**config.mk**
```make
export PLATFORM = sky130hd
export DESIGN_NAME = relay_status_event_record_bank
export DESIGN_NICKNAME = d
export VERILOG_FILES = /design/src/hw/relay_bank_pkg.sv /design/src/hw/hist_if.sv /design/src/hw/history_store.sv /design/src/hw/relay_status_event_record_bank.sv
export SDC_FILE = /design/constraint.sdc
export NUM_CORES = 2
export LEC_CHECK = 0
export ABC_AREA = 1
export BUFFER_PORTS_ARGS = -buffer_cell sky130_fd_sc_hd__buf_2
export CAP_MARGIN = 20
export CORE_ASPECT_RATIO = 1.2
export CORE_UTILIZATION = 59
export DETAILED_ROUTE_END_ITERATION = 8
export PLACE_DENSITY = 0.86
export SKIP_CTS_REPAIR_TIMING = 1
export SYNTH_ARGS = -nofsm -noshare
export SYNTH_HDL_FRONTEND = slang
export SYNTH_HIERARCHICAL = 1
export SYNTH_SLANG_ARGS = --single-unit
export TNS_END_PERCENT = 100
```
**constraint.sdc**
```tcl
create_clock -name sys_clk -period 3.05 [get_ports sys_clk]
set_clock_uncertainty 0.2 [all_clocks]
set_input_delay 0.61 -clock sys_clk [delete_from_list [all_inputs] [get_ports sys_clk]]
set_output_delay 0.61 -clock sys_clk [all_outputs]
set_load 0.01 [all_outputs]
```
**src/hw/relay_bank_pkg.sv**
```systemverilog
// Purpose: Shared constants and types of the relay status and event bank
// Assumes: 32-bit APB, one aligned word per register
// Notes: Offsets are byte addresses within a 4 KiB window
package relay_bank_pkg;

	// ****************************************
	// Register map
	// ****************************************
	localparam int ADDR_W = 12;
	localparam logic [11:0] OFF_LIVE = 12'h000;
	localparam logic [11:0] OFF_EVENT = 12'h004;
	localparam logic [11:0] OFF_MASK = 12'h008;
	localparam logic [11:0] OFF_OUTWR = 12'h00c;
	localparam logic [11:0] OFF_REMOTE = 12'h010;
	localparam logic [11:0] OFF_CTRLBYTE = 12'h014;
	localparam logic [11:0] OFF_PWDOPEN = 12'h018;
	localparam logic [11:0] OFF_PWDCLOSE = 12'h01c;
	localparam logic [11:0] OFF_PWDSTAT = 12'h020;
	localparam logic [11:0] OFF_TRIP = 12'h024;
	localparam logic [6:0] CUR_PAGE = 7'h02;
	localparam logic [6:0] ANG_PAGE = 7'h03;
	localparam logic [2:0] HIST_PAGE = 3'h1;

	// ****************************************
	// Sizes
	// ****************************************
	localparam int N_STAGE = 12;
	localparam int N_OUT = 8;
	localparam int N_EVT = 20;
	localparam int N_CUR = 6;
	localparam int N_ANG = 2;
	localparam int N_QTY = 9;
	localparam int DEPTH = 5;
	localparam int VAL_W = 16;
	localparam int ANG_W = 9;

	// ****************************************
	// Bit positions and ranges
	// ****************************************
	localparam int ST_OP1 = 1;
	localparam int ST_OP2 = 4;
	localparam logic [15:0] CUR_MAX = 16'h1996;
	localparam logic [15:0] ANG_MAX = 16'h0167;
	localparam logic [8:0][15:0] HIST_MAX = {16'h007f, 16'h0064,
		16'h0bb8, 16'h0064, 16'h0bb8, 16'h199a, 16'h199a,
		16'h199a, 16'h199a};

	// ****************************************
	// Reset values and password limits
	// ****************************************
	localparam logic [19:0] EVENT_RST = 20'h00000;
	localparam logic [19:0] MASK_RST = 20'h00000;
	localparam logic [9:0] PWD_DEFAULT = 10'h001;
	localparam logic [9:0] PWD_MAX = 10'h3e7;
	localparam logic [2:0] PWD_TRIES = 3'h7;

	// ****************************************
	// Types
	// ****************************************
	typedef enum logic [1:0] {
		TRIP_NONE = 2'b00,
		TRIP_ONE = 2'b01,
		TRIP_TWO = 2'b10,
		TRIP_BOTH = 2'b11
	} trip_code_t;

	typedef enum logic [1:0] {
		PW_CLOSED = 2'b00,
		PW_OPEN = 2'b01,
		PW_LOCKED = 2'b10
	} pw_state_t;

	// Saturate a value to the top of its range
	function automatic logic [15:0] clampVal(input logic [15:0] v,
		input logic [15:0] m);
		return (v > m) ? m : v;
	endfunction

endpackage

```
**src/hw/hist_if.sv**
```systemverilog
// Purpose: Link between the register bank and its history store
// Assumes: Single clock, store answers reads combinationally
// Notes: record is a one-cycle pulse
`timescale 1ns/1ps
interface hist_if;
	logic record;
	logic [8:0][15:0] sample;
	logic [3:0] rdQty;
	logic [2:0] rdSlot;
	logic [15:0] rdData;
	modport bank(output record, output sample, output rdQty,
		output rdSlot, input rdData);
	modport store(input record, input sample, input rdQty,
		input rdSlot, output rdData);
endinterface

```
**src/hw/history_store.sv**
```systemverilog
// Purpose: Five-deep shift history of each recorded fault quantity
// Assumes: Reads are address-only, no side effects
// Notes: Slot 0 is the newest value, slot 4 the oldest
`timescale 1ns/1ps
module history_store (
	// Clock and reset
	input logic sys_clk,
	input logic rst,
	// Bank side
	hist_if.store h
);

	// ****************************************
	// Slot storage
	// ****************************************
	logic [15:0] slot_reg [relay_bank_pkg::N_QTY][relay_bank_pkg::DEPTH];
	logic [15:0] slot_next [relay_bank_pkg::N_QTY][relay_bank_pkg::DEPTH];

	// Shift one place older on record, oldest value falls off
	genvar q;
	generate
		for (q = 0; q < relay_bank_pkg::N_QTY; q++) begin : gQty
			always_comb begin
				for (int s = 0; s < relay_bank_pkg::DEPTH; s++) begin
					slot_next[q][s] = slot_reg[q][s];
				end
				if (h.record) begin
					// Ranges cap percentages and ratios
					slot_next[q][0] = relay_bank_pkg::clampVal(
						h.sample[q], relay_bank_pkg::HIST_MAX[q]);
					for (int s = 1; s < relay_bank_pkg::DEPTH; s++) begin
						slot_next[q][s] = slot_reg[q][s-1];
					end
				end
			end
			always_ff @(posedge sys_clk) begin
				for (int s = 0; s < relay_bank_pkg::DEPTH; s++) begin
					if (rst) begin
						slot_reg[q][s] <= 16'h0000;
					end else begin
						slot_reg[q][s] <= slot_next[q][s];
					end
				end
			end
		end
	endgenerate

	// Read port; out-of-range indices return zero
	always_comb begin
		h.rdData = 16'h0000;
		if (h.rdQty < 4'(relay_bank_pkg::N_QTY) &&
			h.rdSlot < 3'(relay_bank_pkg::DEPTH)) begin
			h.rdData = slot_reg[h.rdQty][h.rdSlot];
		end
	end

endmodule

```
**src/hw/relay_status_event_record_bank.sv**
```systemverilog
// Purpose: Remotely readable status, event and fault record bank
// Assumes: APB slave, zero wait states, inputs synchronous to sys_clk
// Notes: Reading the event register clears its latched bits
//
// Decided for this implementation: register access over APB and the address map.
`timescale 1ns/1ps
module relay_status_event_record_bank #(
	parameter logic [9:0] PWD_INIT = relay_bank_pkg::PWD_DEFAULT
) (
	// Clock and reset
	input logic sys_clk,
	input logic rst,
	// APB slave
	input logic psel,
	input logic penable,
	input logic pwrite,
	input logic [11:0] paddr,
	input logic [31:0] pwdata,
	output logic [31:0] prdata,
	output logic pready,
	output logic pslverr,
	// Protection stages and control signals
	input logic [11:0] stageLive,
	input logic [7:0] outSigIn,
	input logic [7:0] controlStatusByte,
	// Measurements
	input logic [5:0][15:0] phaseCur,
	input logic [1:0][8:0] phaseAngle,
	// Fault recording
	input logic recordStrobe,
	input logic [8:0][15:0] recordSample,
	// Outputs to the module
	output logic [7:0] outSigDrive,
	output logic remoteOutCtrlFlag,
	output logic [1:0] tripOriginCode,
	output logic irq
);

	// ****************************************
	// Declarations
	// ****************************************
	hist_if hist ();

	logic [31:0] prdata_reg, prdata_next;
	logic slverr_reg, slverr_next;
	logic [19:0] eventLatch_reg, eventLatch_next;
	logic [19:0] mask_reg, mask_next;
	logic [7:0] outWr_reg, outWr_next;
	logic [7:0] outDrive_reg, outDrive_next;
	logic remote_reg, remote_next;
	relay_bank_pkg::trip_code_t trip_reg, trip_next;
	relay_bank_pkg::pw_state_t pwState_reg, pwState_next;
	logic [9:0] pwd_reg, pwd_next;
	logic [2:0] fails_reg, fails_next;
	logic [31:0] rdVal;
	logic rdOk;
	logic isProt;
	logic setup;
	logic access;
	logic wrDone;
	logic rdEvent;
	logic [7:0] outStatus;
	logic [19:0] evtLive;
	logic [1:0] tripNow;
	logic [2:0] idx;

	// ****************************************
	// History store
	// ****************************************
	history_store uHist (
		.sys_clk(sys_clk),
		.rst(rst),
		.h(hist.store)
	);

	// Record strobe and address into the store
	assign hist.record = recordStrobe;
	assign hist.sample = recordSample;
	assign hist.rdQty = paddr[8:5];
	assign hist.rdSlot = paddr[4:2];

	// ****************************************
	// APB phase decode
	// ****************************************
	// Zero wait states: every access completes in its first access cycle
	assign setup = psel & ~penable;
	assign access = psel & penable;
	assign wrDone = access & pwrite & ~slverr_reg;
	assign rdEvent = access & ~pwrite & ~slverr_reg &
		(paddr == relay_bank_pkg::OFF_EVENT);
	assign idx = paddr[4:2];
	assign pready = 1'b1;
	assign pslverr = slverr_reg & access;
	assign prdata = prdata_reg;

	// ****************************************
	// Live status
	// ****************************************
	// Remote flag hands the output signals over to the written word
	assign outStatus = remote_reg ? outWr_reg : outSigIn;
	assign evtLive = {outStatus, stageLive};
	assign tripNow = {stageLive[relay_bank_pkg::ST_OP2],
		stageLive[relay_bank_pkg::ST_OP1]};
	assign outSigDrive = outDrive_reg;
	assign remoteOutCtrlFlag = remote_reg;
	assign tripOriginCode = trip_reg;
	assign irq = |(eventLatch_reg & mask_reg);

	// ****************************************
	// Read decode
	// ****************************************
	// Also flags unmapped addresses and password protected targets
	always_comb begin
		rdVal = 32'h00000000;
		rdOk = 1'b1;
		isProt = 1'b0;
		if (paddr[11:9] == relay_bank_pkg::HIST_PAGE) begin
			rdOk = (paddr[8:5] < 4'(relay_bank_pkg::N_QTY)) &&
				(idx < 3'(relay_bank_pkg::DEPTH));
			rdVal = {16'h0000, hist.rdData};
		end else if (paddr[11:5] == relay_bank_pkg::CUR_PAGE) begin
			rdOk = idx < 3'(relay_bank_pkg::N_CUR);
			if (rdOk) begin
				rdVal = {16'h0000, relay_bank_pkg::clampVal(phaseCur[idx],
					relay_bank_pkg::CUR_MAX)};
			end
		end else if (paddr[11:5] == relay_bank_pkg::ANG_PAGE) begin
			rdOk = idx < 3'(relay_bank_pkg::N_ANG);
			if (rdOk) begin
				rdVal = {16'h0000, relay_bank_pkg::clampVal(
					{7'h00, phaseAngle[idx[0]]},
					relay_bank_pkg::ANG_MAX)};
			end
		end else begin
			case (paddr)
				relay_bank_pkg::OFF_LIVE: begin
					rdVal = {12'h000, evtLive};
				end
				relay_bank_pkg::OFF_EVENT: begin
					rdVal = {12'h000, eventLatch_reg};
				end
				relay_bank_pkg::OFF_MASK: begin
					rdVal = {12'h000, mask_reg};
				end
				relay_bank_pkg::OFF_OUTWR: begin
					rdVal = {24'h000000, outWr_reg};
					isProt = 1'b1;
				end
				relay_bank_pkg::OFF_REMOTE: begin
					rdVal = {31'h00000000, remote_reg};
					isProt = 1'b1;
				end
				relay_bank_pkg::OFF_CTRLBYTE: begin
					rdVal = {24'h000000, controlStatusByte};
				end
				relay_bank_pkg::OFF_PWDOPEN: begin
					rdVal = 32'h00000000;
				end
				relay_bank_pkg::OFF_PWDCLOSE: begin
					rdVal = 32'h00000000;
				end
				relay_bank_pkg::OFF_PWDSTAT: begin
					rdVal = {30'h00000000, pwState_reg};
				end
				relay_bank_pkg::OFF_TRIP: begin
					rdVal = {30'h00000000, trip_reg};
				end
				default: begin
					rdOk = 1'b0;
				end
			endcase
		end
	end

	// ****************************************
	// Bus answer
	// ****************************************
	// Answer is built in the setup cycle so it is ready at access
	always_comb begin
		prdata_next = prdata_reg;
		slverr_next = slverr_reg;
		if (setup) begin
			prdata_next = (pwrite || !rdOk) ? 32'h00000000 : rdVal;
			slverr_next = !rdOk || (pwrite && isProt &&
				pwState_reg != relay_bank_pkg::PW_OPEN);
		end
	end

	always_ff @(posedge sys_clk) begin
		if (rst) begin
			prdata_reg <= 32'h00000000;
			slverr_reg <= 1'b0;
		end else begin
			prdata_reg <= prdata_next;
			slverr_reg <= slverr_next;
		end
	end

	// ****************************************
	// Events, mask, outputs and trip code
	// ****************************************
	// A signal active in the clearing cycle stays latched
	always_comb begin
		eventLatch_next = (rdEvent ? relay_bank_pkg::EVENT_RST :
			eventLatch_reg) | evtLive;
		mask_next = mask_reg;
		outWr_next = outWr_reg;
		remote_next = remote_reg;
		trip_next = trip_reg;
		outDrive_next = outStatus;
		if (wrDone && paddr == relay_bank_pkg::OFF_MASK) begin
			mask_next = pwdata[19:0];
		end
		if (wrDone && paddr == relay_bank_pkg::OFF_OUTWR) begin
			outWr_next = pwdata[7:0];
		end
		if (wrDone && paddr == relay_bank_pkg::OFF_REMOTE) begin
			remote_next = pwdata[0];
		end
		// Code only changes when at least one stage has tripped
		if (recordStrobe && tripNow != 2'b00) begin
			trip_next = relay_bank_pkg::trip_code_t'(tripNow);
		end
	end

	always_ff @(posedge sys_clk) begin
		if (rst) begin
			eventLatch_reg <= relay_bank_pkg::EVENT_RST;
			mask_reg <= relay_bank_pkg::MASK_RST;
			outWr_reg <= 8'h00;
			outDrive_reg <= 8'h00;
			remote_reg <= 1'b0;
			trip_reg <= relay_bank_pkg::TRIP_NONE;
		end else begin
			eventLatch_reg <= eventLatch_next;
			mask_reg <= mask_next;
			outWr_reg <= outWr_next;
			outDrive_reg <= outDrive_next;
			remote_reg <= remote_next;
			trip_reg <= trip_next;
		end
	end

	// ****************************************
	// Password
	// ****************************************
	// Seven wrong tries lock out protected writes; only a reset reopens the path
	always_comb begin
		pwState_next = pwState_reg;
		pwd_next = pwd_reg;
		fails_next = fails_reg;
		unique case (pwState_reg)
			relay_bank_pkg::PW_CLOSED: begin
				if (wrDone && paddr == relay_bank_pkg::OFF_PWDOPEN) begin
					if (pwdata[9:0] == pwd_reg && pwdata[31:10] == 22'h0) begin
						pwState_next = relay_bank_pkg::PW_OPEN;
						fails_next = 3'h0;
					end else if (fails_reg ==
						relay_bank_pkg::PWD_TRIES - 3'h1) begin
						pwState_next = relay_bank_pkg::PW_LOCKED;
						pwd_next = 10'h000;
					end else begin
						fails_next = fails_reg + 3'h1;
					end
				end
			end
			relay_bank_pkg::PW_OPEN: begin
				if (wrDone && paddr == relay_bank_pkg::OFF_PWDCLOSE) begin
					pwState_next = relay_bank_pkg::PW_CLOSED;
					// A legal value also becomes the new password
					if (pwdata[31:10] == 22'h0 && pwdata[9:0] != 10'h000 &&
						pwdata[9:0] <= relay_bank_pkg::PWD_MAX) begin
						pwd_next = pwdata[9:0];
					end
				end
			end
			relay_bank_pkg::PW_LOCKED: begin
				pwState_next = relay_bank_pkg::PW_LOCKED;
			end
			default: begin
				pwState_next = relay_bank_pkg::PW_CLOSED;
			end
		endcase
	end

	always_ff @(posedge sys_clk) begin
		if (rst) begin
			pwState_reg <= relay_bank_pkg::PW_CLOSED;
			pwd_reg <= PWD_INIT;
			fails_reg <= 3'h0;
		end else begin
			pwState_reg <= pwState_next;
			pwd_reg <= pwd_next;
			fails_reg <= fails_next;
		end
	end

endmodule

```
* After elaboration in Yosys (flattened, before gate mapping) *
Memory sizes are Yosys's and may differ from the RTL's.
Cells that the tools add are included.

cells by class
  add/subtract/negate cells = 1
  order comparisons = 19
  equal/unequal tests = 24
  muxes and demuxes = 106
  bitwise operators = 59
  reduce and logical (&&, ||, !) cells = 27

operators with widths
  cell                                                                               count
  16-bit 2-to-1 mux                                                                  60
  80-bit 2-to-1 mux                                                                  9
  20-bit one-hot mux with 8 select lines                                             1
  32-bit 2-to-1 mux                                                                  4
  16-bit binary-select mux with 3-bit select                                         2
  16-bit by 13-bit greater-than comparator with 1-bit output, second input constant  5
  10-bit 2-to-1 mux                                                                  5
  12-bit by 5-bit == test with 1-bit output, second input constant                   4
  16-bit by 7-bit greater-than comparator with 1-bit output, second input constant   3
  1-bit bitwise OR                                                                   45
  9-bit 2-to-1 mux                                                                   4
  16-bit by 12-bit greater-than comparator with 1-bit output, second input constant  2
  12-bit by 4-bit == test with 1-bit output, second input constant                   2
  12-bit by 6-bit == test with 1-bit output, second input constant                   2
  22-bit zero test                                                                   1
  20-bit AND                                                                         1
  20-bit 2-to-1 mux                                                                  1
  20-bit bitwise OR                                                                  1
  10-bit one-hot mux with 2 select lines                                             1
  20-bit OR reduction                                                                1
  7-bit by 2-bit == test with 1-bit output, second input constant                    2
  12-bit by 3-bit == test with 1-bit output, second input constant                   1
  1-bit logical AND                                                                  12
  12-bit zero test                                                                   1
  other kinds (34)                                                                   66

word-level totals
  register bits after elaboration = 107
  RAM bits = 720
  input port bits = 336
  output and inout port bits = 46
  logic and storage cells = 248
  memories = 1

memory list
  name            depth  bits a word  rd ports  clocked after memory_dff  wr ports  line                 RTL
  uHist.slot_reg  9      80           10        0                         9         history_store.sv:16  logic [15:0] slot_reg [relay_bank_pkg::N_QTY][relay_bank_pkg::DEPTH];

* Depth between registers and ports, before layout *
  word-level depth = 9
  mapped depth = 21
  mapped depth without buffers = 19

* Modules after synthesis *
The synthesis kept the hierarchy.

by module, submodules not included
  module                          times used  cells each  area an instance (µm²)  sequential area each (µm²)
  history_store                   1           4416        30932.2                 14413.8
  relay_status_event_record_bank  1           1042        6314.8                  1901.8

* Worst setup path before layout *
No wires, ideal clock.

  path type = input to register
  start point = input port paddr[7]
  end point = register prdata_reg[15] (netlist: prdata[15])
  library setup time = 132 ps
  arrival = 2145 ps
  data required time = 2718 ps
  slack = 573 ps
  stages = 17
  path buffers = 2
  cell sequence = buf_2 > nor2_1 > buf_2 > nand3_1 > nand2_1 > inv_1 > nand2_1 > nand2_1 > nand2_1 > nand2_1 > nand2_1 > nand2_1 > nand2_1 > a21oi_1 > or2_2 > nand4_1 > a21oi_1

between the ends
  elaborated cells on any way between the ends = 31
  those cells by class = order compare (1); eq/ne (11); mux (13); reduce/logical (5); memory (1)

RTL lines
  item                                                   line                                   RTL
  start, declared                                        relay_status_event_record_bank.sv:17   input logic [11:0] paddr,
  memory 9 x 80 bit                                      -
  16-bit binary-select mux with 3-bit select             history_store.sv:53                    h.rdData = slot_reg[h.rdQty][h.rdSlot];
  16-bit 2-to-1 mux (not written as such) (2 in series)  history_store.sv:53
  16-bit 2-to-1 mux (*)                                  history_store.sv:51                    if (h.rdQty < 4'(relay_bank_pkg::N_QTY) &&
  via hist.rdData[15]                                    hist_if.sv:10                          logic [15:0] rdData;
  32-bit 2-to-1 mux (*)                                  relay_status_event_record_bank.sv:117  if (paddr[11:9] == relay_bank_pkg::HIST_PAGE) begin
  32-bit 2-to-1 mux (*)                                  relay_status_event_record_bank.sv:183  prdata_next = (pwrite || !rdOk) ? 32'h00000000 : rdVal;
  end signal, assigned                                   relay_status_event_record_bank.sv:194  prdata_reg <= prdata_next;
  end, declared                                          relay_status_event_record_bank.sv:44   logic [31:0] prdata_reg, prdata_next;

Mark *: on every way through the listed nets, which the timed path passes. The rest lies on a longest branch. The select of a mux whose other input is x is not followed.
A chain may end at the register's enable or synchronous reset.

* Final worst setup path *
  start point = register mask_reg[13]
  end point = output port irq

between the ends
  longest elaborated chain between the ends = 2

ends and longest elaborated chain
  item                    line                                   RTL
  start, declared         relay_status_event_record_bank.sv:47   logic [19:0] mask_reg, mask_next;
  start signal, assigned  relay_status_event_record_bank.sv:229  mask_reg <= relay_bank_pkg::MASK_RST;
  start signal, assigned  relay_status_event_record_bank.sv:236  mask_reg <= mask_next;
  20-bit AND              relay_status_event_record_bank.sv:107  assign irq = |(eventLatch_reg & mask_reg);
  20-bit OR reduction     relay_status_event_record_bank.sv:107
  end, declared           relay_status_event_record_bank.sv:36   output logic irq

No other way between the ends.

==> key figures <==
Run status
  – Status: finished, final reports clean

Yosys
  – Sequential area share after synthesis: 0.438
  – Area contributors post-synth: dfxtp_1 44%, nand2_1 12%, o21ai_0 6.8%
  – Synthesis Warnings: 6
  – Top_reg_cell synth: dfxtp_1
  – Area fraction of the dominant cell type after synthesis: 0.438
  – Top-count cell post-synth: nand2_1
  – Ys async rst share: 0
  – Synthesized area: 37200 sq um
  – Post-Syn Area per Cell: 6.82 sq um
  – Yosys reg bits: 815
  – EDFF count, synth: 0
  – Top post-synthesis cells by count: 1207 x nand2_1, 815 x dfxtp_1, 628 x nor2_1, 556 x inv_1, 504 x o21ai_0
  – Synth area leader: dfxtp_1
  – Cell variety after synth: 50
  – Syn Inst Count: 5458

STA
  – Highest clock rate: 340 MHz
  – Final min period: 2940 ps
  – Slew Limit Fails: 0
  – Max_slew headroom: 0.281
  – Final setup fails: 0
  – Unrepaired setup endpoints after global routing: false
  – Final worst path period share: 0.964
  – Worst Tran Pin Value: 1070 ps
  – Final Hold Vio Count: 0

Final layout
  – ANT cells: 0
  – Fill count: 5088
  – Layout cells sized above 1: 0.130
  – Synth-to-Final Area Change: 15.5%
  – Non-Filler Instances: 6570
  – Final #Nets: 6033
  – Post-route cell area: 43000 sq um
  – Multi-input logic area: 17000 sq um
  – Register area: 16300 sq um
  – Max reg flops: 720

Job
  – MaxCap Viol Count: 0

Floorplan
  – Rows: 100
  – Die footprint: 64100 sq um
  – Die X: 231 microns
  – Core area: 62200 sq um
  – Initial Util: 0.599
  – Boundary pin count: 382
  – Chip Height: 277 microns

Global route
  – Initial antenna violation count: 0
  – Wire length of the first global-routing pass: 196 mm
  – GRT overflow: 0
  – Largest net degree at the start of global routing: 176
  – Vias in the first global route: 36260
  – Tot GR Track Use: 0.384

Min path
  – Min-Delay Path Class: primary input to flop
  – Hold Path Cell Cnt: 3

Routing
  – Routed via count: 39232
  – Metal3 WL: 12.8 mm
  – Final WL: 128 mm
  – Highest routed layer: met4
  – WL met1: 47.0 mm
  – Via/cell ratio: 5.97
  – Met2 WL post-DR: 58.5 mm
  – Number of detailed-route iterations in the first pass: 9
  – Initial drt markers: 5390
  – Drc violations: 0
  – DRT antenna net count: 0
  – Wirelength per Cell: 19.5 microns

CTS
  – Insertion delay to the later sink of the worst-skew pair: 650 ps
  – Clock buffer depth: 3
  – Clock-pin slew on the worst setup and hold paths: 60 ps
  – Clk Tree Root Cell: clkbuf_16
  – Clock Sinks: 815
  – CTS tree: built
  – CTS H-Tree Depth: 3
  – Num CTS Buffers: 80

Power and ir drop
  – Tot Pwr: 24.2 mW
  – Clk pwr share: 0.417
  – Leak: 17.9 nW
  – Psw: 6.40 mW
  – Sw Ratio: 0.264
  – P per Cell Area: 563 nW/um^2
  – Combinational cell fraction of total power: 0.119
  – Power Internal: 17.8 mW
  – Seq pwr share: 0.464
  – VDD IR max: 0.435 mV

Placed design
  – Hpwl dp: 85.4 mm
  – GP Congestion: 0.980
  – Cell Area, Placed: 40300 sq um
  – Placed cells: 6429
  – IO buf count: 368

Setup path
  – Critical path launch point type: flop
  – Crit path kind: flop to output port
  – Data required, critical path: 2240 ps
  – Crit end category: output port
  – Critical Path Fanout Max: 3
  – Worst r2r path cells: 17
  – CP arrival: 2130 ps
## layer usage
layer,GRT usage,vias to the layer above
met5,0,-
met4,0.268,0
met3,0.0615,493
met2,0.621,2392
met1,0.466,18040
li1,-,18307
## path summary, 6_finish.rpt
path	from	to	slack (ps)
max reg2reg	uHist/slot_reg[3][67]	prdata[3]	670
max	mask_reg[13]	irq	110
min	recordSample[82]	uHist/slot_reg[5][66]	10
min reg2reg	uHist/slot_reg[3][79]	uHist/slot_reg[3][79]	250
## cells in the final DEF (no fill, tap or decap), types with 17 or more instances in the layout
master	count
inv_1	554
nor2_1	626
clkbuf_1	17
or2_2	19
a21oi_1	310
buf_4	131
clkbuf_8	18
o21ai_1	19
dfxtp_1	815
nand2_1	1207
buf_2	363
nor3_1	20
nand3_1	475
buf_12	48
nand4_1	23
o21ai_0	504
o211ai_1	42
clkbuf_16	83
o22ai_1	297
## per-stage QoR
| stage | utilization | setup WS (ps) | setup TNS (ps) | hold slack, ps |
|---|---|---|---|---|
| after global placement | 0.649 | 75.4 | 0 | 234 |
| after CTS | 0.691 | -167 | -167 | 2.12 |
| final | 0.692 | 109 | 0 | 12.5 |
| after global routing | 0.692 | 33.1 | 0 | 18.4 |
| after floorplan | - | 573 | 0 | 223 |
| after detailed placement | 0.649 | 61.7 | 0 | 240 |
## final cells by class
cell class | instances | share of cell area
Multi-Input combinational cell | 3682 | 0.396
Sequential cell | 815 | 0.379
Timing Repair Buffer | 544 | 0.0881
Clock buffer | 118 | 0.0555
Inverter | 572 | 0.0508
Tap cell | 816 | 0.0237
Clock inverter | 23 | 0.00611
## worst max-delay path, stage by stage, from the launching register on
cell and delay, ps:
dfxtp_1 300, inv_1 90, o21ai_0 100, a221oi_1 280, nand2_1 170, nor4_4 270, nand3_1 140, buf_2 170
## logic make-up (layout without fill, tap and decap cells)
family / count (synthesis) / count (layout) / share of synthesized area
and+or+nand+nor: 2416 / 2416 / 0.267
DFF: 815 / 815 / 0.438
adders and majority gates: 2 / 2 / 0.000672
AOI/OAI and AO/OA: 1246 / 1246 / 0.187
other: 2 / 13 / 0.000202
xor gates and xnor gates: 5 / 5 / 0.00118
buffers and inverters: 972 / 1257 / 0.106
## power by group through the flow
stage / Sequential (mW) / Clock (mW) / Combinational (mW)
after global placement: 11.4 / 0 / 2.71
after CTS: 11.2 / 10.1 / 2.78
after floorplan: 11.4 / 0 / 1.70
after detailed placement: 11.5 / 0 / 2.75
final: 11.2 / 10.1 / 2.87
after global routing: 11.3 / 10.5 / 3.10
No activity file was read; power rests on OpenSTA's default activity.
